`config.mk`:
```
export PLATFORM = sky130hd
export DESIGN_NAME = ise_core
export DESIGN_NICKNAME = d
export VERILOG_FILES = /design/src/ise_pkg.sv /design/src/ise_alu.sv /design/src/ise_core.sv
export SDC_FILE = /design/constraint.sdc
export NUM_CORES = 1
export LEC_CHECK = 0
export BUFFER_PORTS_ARGS = -buffer_cell sky130_fd_sc_hd__buf_2
export CAP_MARGIN = 20
export CELL_PAD_IN_SITES_DETAIL_PLACEMENT = 0
export CELL_PAD_IN_SITES_GLOBAL_PLACEMENT = 1
export CORE_MARGIN = 10
export CORE_UTILIZATION = 43
export CTS_CLUSTER_SIZE = 30
export DETAILED_ROUTE_END_ITERATION = 10
export MAX_ROUTING_LAYER = met4
export PLACE_DENSITY = 0.91
export SLEW_MARGIN = 5
export SYNTH_ARGS = -nofsm -noshare
export SYNTH_HDL_FRONTEND = slang
export SYNTH_SLANG_ARGS = --single-unit
```
`constraint.sdc`:
```
create_clock -name clk_sys -period 7.2 [get_ports clk_sys]
set_input_delay 0 -clock clk_sys [delete_from_list [all_inputs] [get_ports clk_sys]]
set_output_delay 0 -clock clk_sys [all_outputs]
set_load 0.05 [all_outputs]
```
`src/ise_pkg.sv`:
```
// constants, types and decode helpers for the instruction subset execute block
// assumes a single system clock and a 32-bit apb register bus
package ise_pkg;

  // --------------------------------------------------
  // program counter and data widths
  // --------------------------------------------------
  localparam int ISE_PC_W = 13;
  localparam int ISE_WORD_W = 14;
  localparam logic [12:0] ISE_RESET_PC = 13'h0000;
  localparam logic [12:0] ISE_IRQ_VECTOR = 13'h0004;
  localparam logic [12:0] ISE_PC_STEP = 13'h0001;
  localparam logic [7:0] ISE_ACC_RST = 8'h00;
  localparam logic [4:0] ISE_LATCH_RST = 5'h00;

  // --------------------------------------------------
  // apb register map
  // --------------------------------------------------
  localparam logic [7:0] ISE_OFS_CTRL = 8'h00;
  localparam logic [7:0] ISE_OFS_LATCH = 8'h04;
  localparam logic [7:0] ISE_OFS_ACCUM = 8'h08;
  localparam logic [7:0] ISE_OFS_STAT = 8'h0c;
  localparam int ISE_CTRL_RUN = 0;
  localparam int ISE_CTRL_GIE = 1;
  localparam int ISE_STAT_ZERO = 16;
  localparam int ISE_STAT_SLEEP = 17;

  // --------------------------------------------------
  // operations and core states
  // --------------------------------------------------
  typedef enum logic [3:0] {
    ISE_OP_NOP = 4'h0,
    ISE_OP_TEST_BIT = 4'h1,
    ISE_OP_CALL = 4'h2,
    ISE_OP_JUMP = 4'h3,
    ISE_OP_CLEAR = 4'h4,
    ISE_OP_DEC_SKIP = 4'h5,
    ISE_OP_INC = 4'h6,
    ISE_OP_SWAP = 4'h7,
    ISE_OP_DIR_LOAD = 4'h8,
    ISE_OP_XOR_LIT = 4'h9,
    ISE_OP_XOR_REG = 4'ha,
    ISE_OP_SLEEP = 4'hb
  } ise_op_t;

  typedef enum logic [1:0] {
    ISE_IDLE = 2'b00,
    ISE_EXEC = 2'b01,
    ISE_SLEEP = 2'b10
  } ise_state_t;

  // class in bits 13:12 first, then the opcode fields below it
  function automatic ise_op_t iseDecode(input logic [13:0] w);
    ise_op_t o;
    o = ISE_OP_NOP;
    if (w[13:12] == 2'h1) begin
      if (w[11:10] == 2'h3) o = ISE_OP_TEST_BIT;
    end else if (w[13:12] == 2'h2) begin
      o = w[11] ? ISE_OP_JUMP : ISE_OP_CALL;
    end else if (w[13:12] == 2'h3) begin
      if (w[11:8] == 4'ha) o = ISE_OP_XOR_LIT;
    end else if (w[11:7] == 5'h03) o = ISE_OP_CLEAR;
    else if (w[11:8] == 4'hb) o = ISE_OP_DEC_SKIP;
    else if (w[11:8] == 4'ha) o = ISE_OP_INC;
    else if (w[11:8] == 4'he) o = ISE_OP_SWAP;
    else if (w[11:8] == 4'h6) o = ISE_OP_XOR_REG;
    else if (w[11:0] == 12'h063) o = ISE_OP_SLEEP;
    else if (w[11:3] == 9'h00c && w[2:0] >= 3'h5) o = ISE_OP_DIR_LOAD;
    return o;
  endfunction

  // operations whose bit 7 picks accumulator or register
  function automatic logic iseHasDest(input ise_op_t o);
    return o == ISE_OP_DEC_SKIP || o == ISE_OP_INC
        || o == ISE_OP_SWAP || o == ISE_OP_XOR_REG;
  endfunction

endpackage

```
`src/ise_alu.sv`:
```
// result, zero-flag update and skip decision for one operation
// assumes the operand value is already forwarded and stable
`timescale 1ns/1ps
`default_nettype none

module ise_alu
  import ise_pkg::*;
(
  input wire ise_op_t op,
  input wire logic [7:0] fVal,
  input wire logic [7:0] acc,
  input wire logic [2:0] bitSel,
  input wire logic [7:0] lit,
  output logic [7:0] res,
  output logic zUpd,
  output logic skip
);

  always_comb begin
    res = fVal;
    zUpd = 1'b0;
    skip = 1'b0;
    unique case (op)
      ISE_OP_TEST_BIT: begin
        skip = fVal[bitSel];
      end
      ISE_OP_CLEAR: begin
        res = 8'h00;
        zUpd = 1'b1;
      end
      ISE_OP_DEC_SKIP: begin
        res = fVal - 8'h01;
        skip = (fVal == 8'h01);
      end
      ISE_OP_INC: begin
        res = fVal + 8'h01;
        zUpd = 1'b1;
      end
      ISE_OP_SWAP: begin
        res = {fVal[3:0], fVal[7:4]};
      end
      ISE_OP_XOR_LIT: begin
        res = acc ^ lit;
        zUpd = 1'b1;
      end
      ISE_OP_XOR_REG: begin
        res = acc ^ fVal;
        zUpd = 1'b1;
      end
      default: begin
        res = fVal;
      end
    endcase
  end

endmodule

`default_nettype wire

```
`src/ise_core.sv`:
```
// execute core for a subset of an 8-bit instruction set, with apb control
// assumes program memory and register file reads are combinational
//
// Overview of operation
// - bit set: drop prefetch, run nop
// - call pushes pc+1, loads latched target
// - jump loads latched target, no push
// - clear writes zero, sets zero flag
// - decrement, skip on zero, flags untouched
// - destination bit: zero accumulator, one register
// - increment wraps, updates zero flag
// - swap nibbles, flags untouched
// - direction load copies accumulator, operand 5-7
// - xor literal into accumulator, zero flag
// - xor register to destination, zero flag
// - wake: vector if enabled, else inline
`timescale 1ns/1ps
`default_nettype none

module ise_core
  import ise_pkg::*;
(
  input wire logic clk_sys,
  input wire logic rst,
  input wire logic psel,
  input wire logic penable,
  input wire logic pwrite,
  input wire logic [7:0] paddr,
  input wire logic [31:0] pwdata,
  output logic [31:0] prdata,
  output logic pready,
  output logic pslverr,
  output logic [12:0] progAddr,
  input wire logic [13:0] progWord,
  output logic [6:0] regAddr,
  input wire logic [7:0] regRdData,
  output logic regWe,
  output logic [6:0] regWrAddr,
  output logic [7:0] regWrData,
  output logic stackPush,
  output logic [12:0] stackData,
  output logic dirWe,
  output logic [2:0] dirSel,
  output logic [7:0] dirData,
  input wire logic wakeIrq
);

  // --------------------------------------------------
  // state
  // --------------------------------------------------
  ise_state_t state_r;
  ise_state_t state_nxt;
  logic [12:0] pc_r;
  logic [12:0] pc_nxt;
  logic [13:0] ir_r;
  logic flush_r;
  logic flush_nxt;
  logic pend_r;
  logic pend_nxt;
  logic [6:0] rdAddr_r;
  logic we_r;
  logic [6:0] wAddr_r;
  logic [7:0] wData_r;
  logic [7:0] acc_r;
  logic zero_r;
  logic push_r;
  logic [12:0] pushData_r;
  logic dWe_r;
  logic [2:0] dSel_r;
  logic [7:0] dData_r;
  logic run_r;
  logic gie_r;
  logic [4:0] latch_r;
  logic [31:0] prdata_r;
  logic pready_r;
  logic pslverr_r;

  // --------------------------------------------------
  // decode
  // --------------------------------------------------
  ise_op_t op;
  wire exec;
  wire fwd;
  wire [7:0] fVal;
  wire [7:0] aluRes;
  wire aluZUpd;
  wire skip;
  wire toReg;
  wire toAcc;
  wire branch;
  wire vecNow;
  wire [12:0] target;
  wire [12:0] pcInc;
  wire [12:0] seqPc;

  assign exec = (state_r == ISE_EXEC);
  // a flushed word executes as a no-operation
  assign op = flush_r ? ISE_OP_NOP : iseDecode(ir_r);
  // a write still in flight to the same register wins over the file
  assign fwd = we_r && (wAddr_r == rdAddr_r);
  assign fVal = fwd ? wData_r : regRdData;
  assign toReg = (op == ISE_OP_CLEAR) || (iseHasDest(op) && ir_r[7]);
  assign toAcc = (op == ISE_OP_XOR_LIT) || (iseHasDest(op) && !ir_r[7]);
  assign branch = (op == ISE_OP_CALL) || (op == ISE_OP_JUMP);
  assign target = {latch_r[4:3], ir_r[10:0]};
  assign pcInc = pc_r + ISE_PC_STEP;
  assign seqPc = branch ? target : (skip ? pcInc : pc_r);
  // a call and the vector would both push, so the vector waits
  assign vecNow = pend_r && !flush_r && (op != ISE_OP_CALL);

  ise_alu u_alu (
    .op(op),
    .fVal(fVal),
    .acc(acc_r),
    .bitSel(ir_r[9:7]),
    .lit(ir_r[7:0]),
    .res(aluRes),
    .zUpd(aluZUpd),
    .skip(skip)
  );

  // --------------------------------------------------
  // sequencer
  // --------------------------------------------------
  always_comb begin
    state_nxt = state_r;
    pc_nxt = pc_r;
    pend_nxt = pend_r;
    flush_nxt = flush_r;
    unique case (state_r)
      ISE_IDLE: begin
        if (run_r) begin
          state_nxt = ISE_EXEC;
          flush_nxt = 1'b1;
        end
      end
      ISE_EXEC: begin
        flush_nxt = vecNow || branch || skip;
        if (vecNow) begin
          pc_nxt = ISE_IRQ_VECTOR;
          pend_nxt = 1'b0;
        end else if (!run_r) begin
          pc_nxt = seqPc;
        end else begin
          pc_nxt = branch ? target : pcInc;
        end
        if (op == ISE_OP_SLEEP) begin
          state_nxt = ISE_SLEEP;
        end else if (!run_r) begin
          state_nxt = ISE_IDLE;
        end
      end
      ISE_SLEEP: begin
        if (wakeIrq) begin
          state_nxt = ISE_EXEC;
          pend_nxt = gie_r;
        end
      end
      default: begin
        state_nxt = ISE_IDLE;
      end
    endcase
  end

  always_ff @(posedge clk_sys or posedge rst) begin
    if (rst) begin
      state_r <= ISE_IDLE;
      pc_r <= ISE_RESET_PC;
      pend_r <= 1'b0;
      flush_r <= 1'b1;
    end else begin
      state_r <= state_nxt;
      pc_r <= pc_nxt;
      pend_r <= pend_nxt;
      flush_r <= flush_nxt;
    end
  end

  // fetch holds during sleep so the word after sleep runs on wake
  always_ff @(posedge clk_sys or posedge rst) begin
    if (rst) begin
      ir_r <= 14'h0000;
      rdAddr_r <= 7'h00;
    end else if (exec) begin
      ir_r <= progWord;
      rdAddr_r <= progWord[6:0];
    end
  end

  // --------------------------------------------------
  // datapath results
  // --------------------------------------------------
  always_ff @(posedge clk_sys or posedge rst) begin
    if (rst) begin
      we_r <= 1'b0;
      wAddr_r <= 7'h00;
      wData_r <= 8'h00;
    end else begin
      we_r <= exec && toReg;
      wAddr_r <= rdAddr_r;
      wData_r <= aluRes;
    end
  end

  always_ff @(posedge clk_sys or posedge rst) begin
    if (rst) begin
      acc_r <= ISE_ACC_RST;
      zero_r <= 1'b0;
    end else begin
      if (exec && toAcc) acc_r <= aluRes;
      if (exec && aluZUpd) zero_r <= (aluRes == 8'h00);
    end
  end

  always_ff @(posedge clk_sys or posedge rst) begin
    if (rst) begin
      push_r <= 1'b0;
      pushData_r <= ISE_RESET_PC;
    end else begin
      push_r <= exec && ((op == ISE_OP_CALL) || vecNow);
      pushData_r <= vecNow ? seqPc : pc_r;
    end
  end

  always_ff @(posedge clk_sys or posedge rst) begin
    if (rst) begin
      dWe_r <= 1'b0;
      dSel_r <= 3'h0;
      dData_r <= 8'h00;
    end else begin
      dWe_r <= exec && (op == ISE_OP_DIR_LOAD);
      dSel_r <= ir_r[2:0];
      dData_r <= acc_r;
    end
  end

  assign progAddr = pc_r;
  assign regAddr = rdAddr_r;
  assign regWe = we_r;
  assign regWrAddr = wAddr_r;
  assign regWrData = wData_r;
  assign stackPush = push_r;
  assign stackData = pushData_r;
  assign dirWe = dWe_r;
  assign dirSel = dSel_r;
  assign dirData = dData_r;

  // --------------------------------------------------
  // apb slave
  // --------------------------------------------------
  wire apbSetup;
  wire apbWr;
  wire rdOk;
  wire wrOk;
  logic [31:0] rdMux;

  assign apbSetup = psel && !penable;
  assign apbWr = psel && penable && pwrite && pready_r && !pslverr_r;
  assign wrOk = (paddr == ISE_OFS_CTRL) || (paddr == ISE_OFS_LATCH);
  assign rdOk = wrOk || (paddr == ISE_OFS_ACCUM) || (paddr == ISE_OFS_STAT);

  always_comb begin
    rdMux = 32'h0000_0000;
    if (paddr == ISE_OFS_CTRL) begin
      rdMux[ISE_CTRL_RUN] = run_r;
      rdMux[ISE_CTRL_GIE] = gie_r;
    end else if (paddr == ISE_OFS_LATCH) begin
      rdMux[4:0] = latch_r;
    end else if (paddr == ISE_OFS_ACCUM) begin
      rdMux[7:0] = acc_r;
    end else if (paddr == ISE_OFS_STAT) begin
      rdMux[12:0] = pc_r;
      rdMux[ISE_STAT_ZERO] = zero_r;
      rdMux[ISE_STAT_SLEEP] = (state_r == ISE_SLEEP);
    end
  end

  // one wait-free access phase; read data sampled at setup
  always_ff @(posedge clk_sys or posedge rst) begin
    if (rst) begin
      pready_r <= 1'b0;
      pslverr_r <= 1'b0;
      prdata_r <= 32'h0000_0000;
    end else begin
      pready_r <= apbSetup;
      pslverr_r <= apbSetup && (pwrite ? !wrOk : !rdOk);
      if (apbSetup && !pwrite) prdata_r <= rdMux;
    end
  end

  // software write to the enable wins over the clear by the vector
  always_ff @(posedge clk_sys or posedge rst) begin
    if (rst) begin
      run_r <= 1'b0;
      gie_r <= 1'b0;
      latch_r <= ISE_LATCH_RST;
    end else begin
      if (exec && vecNow) gie_r <= 1'b0;
      if (apbWr && paddr == ISE_OFS_CTRL) begin
        run_r <= pwdata[ISE_CTRL_RUN];
        gie_r <= pwdata[ISE_CTRL_GIE];
      end
      if (apbWr && paddr == ISE_OFS_LATCH) latch_r <= pwdata[4:0];
    end
  end

  assign prdata = prdata_r;
  assign pready = pready_r;
  assign pslverr = pslverr_r;

  wire plainExec = exec && !pend_r && run_r;
endmodule

`default_nettype wire

```
==> Yosys cells after proc, flatten, opt, wreduce, memory -nomap -nowiden <==
Index checks and enable logic that the tools add are counted.
{ "op_classes": {"reduce_logical": 50, "order_cmp": 2, "addsub": 3, "n_bitwise": 2, "muxes": 50, "eq_ne": 34} }
{ "ops": {"columns": ["op", "n"], "rows": [
  ["two-way mux 13 bit", 7],
  ["two-way mux 4 bit", 12],
  ["case mux 8 bit (6 select lines)", 1],
  ["== test 4 bit, second input constant", 7],
  ["two-way mux 8 bit", 3],
  ["logical AND 1 bit", 21],
  ["== test 4 x 3 -> 1 bit, second input constant", 5],
  ["two-way mux 2 bit", 9],
  ["== test 8 x 4 -> 1 bit, second input constant", 2],
  ["logical NOT 8 bit", 2],
  ["XOR 8 bit", 2],
  ["adder 13 x 1 -> 13 bit, second input constant", 1],
  ["== test 12 x 7 -> 1 bit, second input constant", 1],
  ["logical OR 1 bit", 12],
  ["two-way mux 11 bit", 1],
  ["two-way mux 1 bit", 10],
  ["two-way mux 5 bit", 2],
  ["== test 9 x 4 -> 1 bit, second input constant", 1],
  ["adder 8 x 1 -> 8 bit, second input constant", 1],
  ["== test 2 bit, second input constant", 4],
  ["== test 4 x 2 -> 1 bit, second input constant", 2],
  ["== test 8 x 1 -> 1 bit, second input constant", 1],
  ["== test 8 x 3 -> 1 bit, second input constant", 1],
  ["subtractor 8 x 1 -> 8 bit, second input constant", 1],
  ["19 further kinds", 32]
]} }
{ "word_totals": {"ff_bits": 113, "word_cells": 163, "output_inout_bits": 96} }

==> Logic depth before layout (Yosys ltp) <==
Gate-level depths: netlist of the first run.
{ "logic_depth": {"ltp_word": 20, "ltp_mapped": 14, "depth_no_buf": 14} }

==> Modules after synthesis <==
A second synthesis of the first run with hierarchy kept.
{ "hier_totals": {"cells_unflattened": 637, "area_unflattened_um2": 6040.8} }
{ "by_module_without_submodules": {"columns": ["module", "area_per_inst_um2", "instances", "cells_per_inst"], "rows": [
  ["ise_core", 5063.6, 1, 489],
  ["ise_alu", 977.2, 1, 148]
]} }

==> Worst setup path before layout of the first run <==
Ideal clock, no wire load.
{ "synth_timing": {"path_type": "reg2reg", "from": "reg dirSel[1] (netlist name)", "to": "reg zero_r", "path_stages_with_launch": 15, "t_required_ps": 7108, "slack_ps": 3616, "path_buffers": 0, "arrival_ps": 3493, "path_cell_list": "dfrtp_1 -> xnor2_1 -> nand4_1 -> nor2_2 -> mux2i_1 -> inv_1 -> ha_1 -> nand3_1 -> xor2_1 -> mux2i_1 -> mux2i_1 -> o22ai_1 -> a211o_1 -> or3_1 -> o31ai_2"} }
{ "synth_lines": {"columns": ["element", "line_no", "source"], "rows": [
  ["end signal, assigned", "ise_core.sv:211", "if (exec && aluZUpd) zero_r <= (aluRes == 8'h00);"],
  ["end, declared", "ise_core.sv:65", "logic zero_r;"]
]} }

==> Worst setup path in the final report of the first run <==
{ "layout_timing": {"from": "reg ir_r[4]", "to": "reg pushData_r[5], in the netlist stackData[5]"} }
{ "layout_via": {"elab_chain_cells": 18} }
{ "layout_rtl": {"columns": ["element", "line_no", "source"], "rows": [
  ["start, declared", "ise_core.sv:55", "logic [13:0] ir_r;"],
  ["start signal, assigned", "ise_core.sv:185", "ir_r <= progWord;"],
  ["== test 9 x 4 -> 1 bit", "ise_pkg.sv:68", "else if (w[11:3] == 9'h00c && w[2:0] >= 3'h5) o = ISE_OP_DIR_LOAD;"],
  ["logical AND 1 bit", "ise_pkg.sv:68", null],
  ["two-way mux 4 bit", "ise_pkg.sv:68", null],
  ["two-way mux 4 bit (*)", "ise_pkg.sv:67", "else if (w[11:0] == 12'h063) o = ISE_OP_SLEEP;"],
  ["two-way mux 4 bit (*)", "ise_pkg.sv:66", "else if (w[11:8] == 4'h6) o = ISE_OP_XOR_REG;"],
  ["two-way mux 4 bit (*)", "ise_pkg.sv:65", "else if (w[11:8] == 4'he) o = ISE_OP_SWAP;"],
  ["two-way mux 4 bit (*)", "ise_pkg.sv:64", "else if (w[11:8] == 4'ha) o = ISE_OP_INC;"],
  ["two-way mux 4 bit (*)", "ise_pkg.sv:63", "else if (w[11:8] == 4'hb) o = ISE_OP_DEC_SKIP;"],
  ["two-way mux 4 bit (*)", "ise_pkg.sv:62", "end else if (w[11:7] == 5'h03) o = ISE_OP_CLEAR;"],
  ["two-way mux 4 bit (*)", "ise_pkg.sv:60", "end else if (w[13:12] == 2'h3) begin"],
  ["two-way mux 4 bit (*)", "ise_pkg.sv:58", "end else if (w[13:12] == 2'h2) begin"],
  ["two-way mux 4 bit (*)", "ise_pkg.sv:56", "if (w[13:12] == 2'h1) begin"],
  ["two-way mux 4 bit (*)", "ise_core.sv:98", "assign op = flush_r ? ISE_OP_NOP : iseDecode(ir_r);"],
  ["== test 4 x 3 -> 1 bit / == test 4 x 1 -> 1 bit (equally long branches)", "ise_alu.sv:23", "unique case (op)"],
  ["case mux 1 bit (2 select lines)", "ise_alu.sv:23", null],
  ["two-way mux 13 bit (2 in series)", "ise_core.sv:107", "assign seqPc = branch ? target : (skip ? pcInc : pc_r);"],
  ["two-way mux 13 bit (*)", "ise_core.sv:221", "pushData_r <= vecNow ? seqPc : pc_r;"],
  ["end signal, assigned", "ise_core.sv:221", null],
  ["end, declared", "ise_core.sv:67", "logic [12:0] pushData_r;"]
]} }
Mark *: on every way between the ends. The rest lies on a longest branch, timed or not.
A chain may end at the register's enable or synchronous reset.

==> flow_metrics.env, run 1 <==
export IMPL_ys_async_sr_fraction_pct=100
export IMPL_ys_top_cells_by_area="dfrtp_1, nand2_1, mux2_2"
export IMPL_ant_nets=0
export IMPL_path_class="flip-flop to flip-flop"
export IMPL_p_leak_nw=3.12
export IMPL_start_util_pct=44.0
export IMPL_place_gp_congestion=0.920
export IMPL_antenna_found_initial=0
export IMPL_vias=5825
export IMPL_hold_depth=5
export IMPL_cap_violations=0
export IMPL_h_tree_depth=3
export IMPL_cpMaxStageDelayCell="nor2_1"
export IMPL_ys_ff_latch=103
export IMPL_post_cts_resized=0
export IMPL_required_ns=7.43
export IMPL_finalHoldViolCount=0
export IMPL_status="complete, no violations"
export IMPL_hold_buffers=24
export IMPL_worst_r2r_path_depth=12
export IMPL_die_height_um=142
export IMPL_postPlaceCellArea_um2=6980
export IMPL_cts_made_buffers=9
export IMPL_power_w=0.00137
export IMPL_grt_pass1_vias=5887
export IMPL_cts_tree="yes"
export IMPL_drive_gt1_share_pct=22.9
export IMPL_min_period_over_period_pct=61.8
export IMPL_synth_edf_count=0
export IMPL_setup_viol=0
export IMPL_worst_slew_pin_slew_ns=1.12
export IMPL_syn_cell_area_um2=6400
export IMPL_syn_avg_cell_area_um2=9.26
export IMPL_port_buffers=119
export IMPL_area_growth_pct=17.8
export IMPL_critPathMaxFanout=27
export IMPL_crit_cells=12
export IMPL_first_pass_iters=5
export IMPL_vias_per_cell=5.89
export IMPL_cp_slowest_stage_delay_ns=0.73
export IMPL_synth_top_area_share_pct=39.9
export IMPL_seq_area_frac_synth_pct=40.3
export IMPL_r2r_start="ir_r[4]"
export IMPL_final_design_area_no_fill_um2=7540
export IMPL_cts_root_buf="clkbuf_16"
export IMPL_gr_total_overflow=0
export IMPL_period_minus_slack_ns=4.45
export IMPL_fin_skew_ns=0.00784
export IMPL_cts_sinks=103
export IMPL_die_w_um=142
export IMPL_critPathArrivalTime_ns=4.68
export IMPL_crit_path_cell_trace="xnor2_1, nand4_1, nor2_2, buf_4, mux2i_1, inv_1, ha_1, a21boi_0, and4_1, nor2_1, o22ai_1, a211oi_1"
export IMPL_layout_common_cells="buf_2, dfrtp_1, nand2_1"
export IMPL_drc=0
export IMPL_ys_types=77
export IMPL_synth_area_leader_cell="dfrtp_1"
export IMPL_core_um2=14500
export IMPL_rsz0062_at_grt="false"
export IMPL_syn_inst=691
export IMPL_max_freq_mhz=225
export IMPL_cp_num_buf_inv=2
export IMPL_drtIter0Drc=508
export IMPL_cts_buffer_depth=2
export IMPL_wl_um=20300
export IMPL_clk_pin_slew_worst_paths_ns=0.07
export IMPL_diodes=0
export IMPL_cts_setup_buffers=0
export IMPL_wl_per_cell_um=20.6
export IMPL_relSlewSlack_pct=25.2
export IMPL_nFillCells=1411
export IMPL_grt_first_pass_wirelength_um=32300
export IMPL_track_usage_pct=20.5
export IMPL_setup_tns_ns=0
export IMPL_hold_class="input port to flip-flop"
export IMPL_ios=164
export IMPL_placementRows=44
export IMPL_maxSlewViolCount=0
export IMPL_final_common_cell="buf_2"
export IMPL_grt_max_degree=56
export IMPL_crit_family="simple AND/OR/NAND/NOR gates"
export IMPL_cp_end_kind="flip-flop"
export IMPL_startpoint_type="flip-flop"
export IMPL_clock_latency_ns=0.36
export IMPL_cp_startpoint="ir_r[4]"
export IMPL_powerDensity_nw_per_um2=182
export IMPL_hp_start="paddr[4]"
export IMPL_yosys_warnings=0
export IMPL_dpl_hpwl_um=14500
export IMPL_peakVddDrop_v=0.000139
export IMPL_synth_main_ff_cell="dfrtp_1"
export IMPL_layout_nets=872
export IMPL_die_area_um2=20200
==> cell usage after synthesis, drive strengths merged (13+ instances only) <==
cell,instances
o22ai,13
o21ai,41
a21oi,28
clkbuf,29
nand2,95
mux2i,22
nand3,16
a211oi,18
a22o,14
dfrtp,102
inv,19
mux2,23
xnor2,16
nor2,44
buf,37
==> per-stage QoR <==
stage / setup WS [ns] / instances / util [%] / hold WS (ns)
after detailed placement: 2.93 / 949 / 48.0 / 0.120
final: 2.75 / 989 / 51.9 / 0.0446
after global routing: 2.57 / 989 / 51.9 / 0.0631
after global placement: 2.95 / 949 / 48.0 / 0.117
after floorplan: 3.62 / 707 / - / 0.0845
after CTS: 2.86 / 989 / 51.9 / 0.0347
==> area by class of cell <==
| type | instances | area (µm²) | share of cell area, % |
|---|---|---|---|
| Clock buffer | 9 | 225 | 2.99 |
| Inverter | 19 | 73.8 | 0.979 |
| Timing Repair Buffer | 148 | 873 | 11.6 |
| Tap cell | 184 | 230 | 3.05 |
| Multi-Input combinational cell | 519 | 3470 | 46.0 |
| Clock inverter | 7 | 88.8 | 1.18 |
| Sequential cell | 103 | 2580 | 34.2 |
==> layer usage <==
metal / track usage, % / vias up / wire length [µm]
li1: - / 2724 / -
met1: 25.6 / 2829 / 8650
met2: 32.6 / 233 / 9880
met3: 4.01 / 39 / 1330
met4: 6.78 / 0 / 467
met5: - / - / 0
==> state kept, by name (all words and copies together) (netlist names), 2 cells and up <==
register   cells
regWrAddr      5
state_r        2
dirSel         2
acc_r          8
latch_r        5
stackData     13
prdata        15
ir_r          14
progAddr      13
regWrData      8
dirData        8
==> kinds of logic after synthesis <==
family | share of synthesized area [%]
flops | 40.3
mux | 9.25
fa+ha+maj | 0.938
xor+xnor | 3.42
compound gates | 21.1
buf+inv | 6.71
simple gates | 18.3
other cells | 0.0586
==> final timing paths <==
check                               end  slack [ns]
max                        stackData[5]        2.75
min                             pslverr        0.04
min in group asynchronous    dirData[0]        0.26
min reg2reg                   prdata[6]        0.49
max reg2reg                stackData[5]        2.75
max in group asynchronous       ir_r[9]        5.80
==> power breakdown <==
part	internal, W	leakage [nW]	switching (W)
Sequential	0.000597	1.14	0.0000402
Combinational	0.0000707	1.83	0.000152
Clock	0.000278	0.155	0.000237
Total	0.000945	3.12	0.000429
==> tightest hold or removal path, cell delays in order <==
cell     delay, ns
buf_2         0.08
nor2_1        0.03
nand2_1       0.09
a21oi_1       0.06
nor2b_1       0.10
(Power assumes the default switching activity.)
==> run 2: changes to the inputs <==
Settings changed: CORE_UTILIZATION 43 to 36, PLACE_DENSITY 0.91 to 0.82.
Clock period 7.2 ns to 3.66 ns, I/O delays scaled along.
==> flow_metrics.env, run 2 (synthesized netlist as in run 1, its figures left out) <==
export IMPL_status="complete, no violations"
export IMPL_final_common_cell="buf_2"
export IMPL_clock_latency_ns=0.36
export IMPL_cts_root_buf="clkbuf_16"
export IMPL_cap_violations=0
export IMPL_area_growth_pct=24.7
export IMPL_setup_viol=0
export IMPL_wl_per_cell_um=19.7
export IMPL_grt_max_degree=44
export IMPL_grt_pass1_vias=5815
export IMPL_maxSlewViolCount=0
export IMPL_relSlewSlack_pct=34.3
export IMPL_worst_slew_pin_slew_ns=0.981
export IMPL_nFillCells=1700
export IMPL_core_um2=17400
export IMPL_reg2reg_slack_ns=0.18
export IMPL_cts_sinks=103
export IMPL_drive_gt1_share_pct=27.6
export IMPL_finalHoldViolCount=0
export IMPL_h_tree_depth=3
export IMPL_pre_cts_ws_ns=0.139
export IMPL_hold_class="input port to flip-flop"
export IMPL_powerDensity_nw_per_um2=347
export IMPL_drc=0
export IMPL_start_util_pct=36.9
export IMPL_largest_reg_flops=15
export IMPL_rsz0062_at_grt="false"
export IMPL_p_leak_nw=3.36
export IMPL_cts_tree="yes"
export IMPL_max_freq_mhz=288
export IMPL_r2r_start="ir_r[9]"
export IMPL_fin_skew_ns=0.0102
export IMPL_worst_r2r_path_depth=8
export IMPL_min_period_over_period_pct=95.0
export IMPL_die_area_um2=23500
export IMPL_die_w_um=153
export IMPL_die_height_um=153
export IMPL_worst_r2r_endpoint="stackData[5]"
export IMPL_critPathMaxFanout=13
export IMPL_antenna_found_initial=0
export IMPL_clk_pin_slew_worst_paths_ns=0.07
export IMPL_regArea_um2=2580
export IMPL_ant_nets=0
export IMPL_dpl_hpwl_um=16000
export IMPL_vias_per_cell=5.52
export IMPL_drtIter0Drc=597
export IMPL_wl_um=21200
export IMPL_port_buffers=119
export IMPL_diodes=0
export IMPL_multi_input_comb_area_um2=3480
export IMPL_gr_total_overflow=0
export IMPL_vias=5954
export IMPL_path_class="flip-flop to flip-flop"
export IMPL_grt_first_pass_wirelength_um=33400
export IMPL_placementRows=48
export IMPL_cts_made_buffers=9
export IMPL_hp_start="paddr[3]"
export IMPL_place_gp_congestion=0.971
export IMPL_period_minus_slack_ns=3.48
export IMPL_track_usage_pct=17.9
export IMPL_cp_end_kind="flip-flop"
export IMPL_peakVddDrop_v=0.000213
export IMPL_cts_buffer_depth=2
export IMPL_power_w=0.00277
export IMPL_setup_ws_ns=0.182
export IMPL_hold_depth=3
export IMPL_startpoint_type="flip-flop"
export IMPL_setup_tns_ns=0
export IMPL_ios=164
export IMPL_first_pass_iters=5
export IMPL_required_ns=3.91
export IMPL_worstHoldEndpoint="pslverr"
export IMPL_critPathArrivalTime_ns=3.73
export IMPL_layout_common_cells="buf_2, dfrtp_1, nand2_1"
export IMPL_layout_nets=921
-- run 2: through the flow --
stage / instance area [µm²] / std cells / utilization [%] / hold WS, ns
finish: 7980 / 1079 / 46.0 / 0.0392
global route: 7980 / 1079 / 46.0 / 0.0560
CTS: 7940 / 1077 / 45.8 / 0.0324
detailed placement: 7390 / 1037 / 42.6 / 0.0383
global placement: 7390 / 1037 / 42.6 / 0.0376
floorplan: 6460 / 707 / - / 0.0845
-- run 2: metal layers --
layer / global-route usage [%] / vias to the layer above / wire length, µm
met5: - / - / 0
met4: 4.41 / 0 / 290
met3: 3.42 / 22 / 1180
met2: 28.3 / 206 / 10100
met1: 23.3 / 2888 / 9680
li1: - / 2838 / -
-- run 2: worst max-delay path, stage by stage, from the launching register on --
cell	delay, ns
dfrtp_1	0.59
nor4b_2	0.41
nand4_1	0.23
a2111o_1	0.53
a211oi_1	0.36
and4_1	0.47
or2_2	0.35
a211oi_1	0.12
a211oi_1	0.28
-- run 2: final cells by class --
type | count | area share (%)
multi-input cells | 519 | 43.6
flip-flops and latches | 103 | 32.3
repair buffers | 197 | 15.7
inverters | 19 | 0.925
well taps | 225 | 3.53
clock inverters | 6 | 0.925
clock buffers | 10 | 2.99
-- run 2: how the worst max path moves through the flow --
stage,from,slack [ns],to
4_1_cts,ir_r[5],0.13,zero_r
6_report,ir_r[9],0.18,stackData[5]
5_1_grt,ir_r[3],0.003,zero_r
2_1_floorplan,dirSel[1],0.08,zero_r
3_3_place_gp,ir_r[9],0.25,stackData[5]
3_5_place_dp,ir_r[5],0.14,zero_r
-- run 2: repair_timing --
action / CTS / global route
setup buffers: 0 / 2
gates resized for setup: 0 / 4
endpoints found under the setup margin: 0 / 25
endpoints found under the hold margin: 56 / 0
hold buffers: 24 / 0
-- run 2: report_power, final --
part | internal (W) | total [W] | leakage, nW | switching (W)
logic | 0.000171 | 0.000511 | 2.07 | 0.000341
registers | 0.00118 | 0.00123 | 1.14 | 0.0000542
clock network | 0.000559 | 0.00103 | 0.148 | 0.000467
total | 0.00191 | 0.00277 | 3.36 | 0.000862
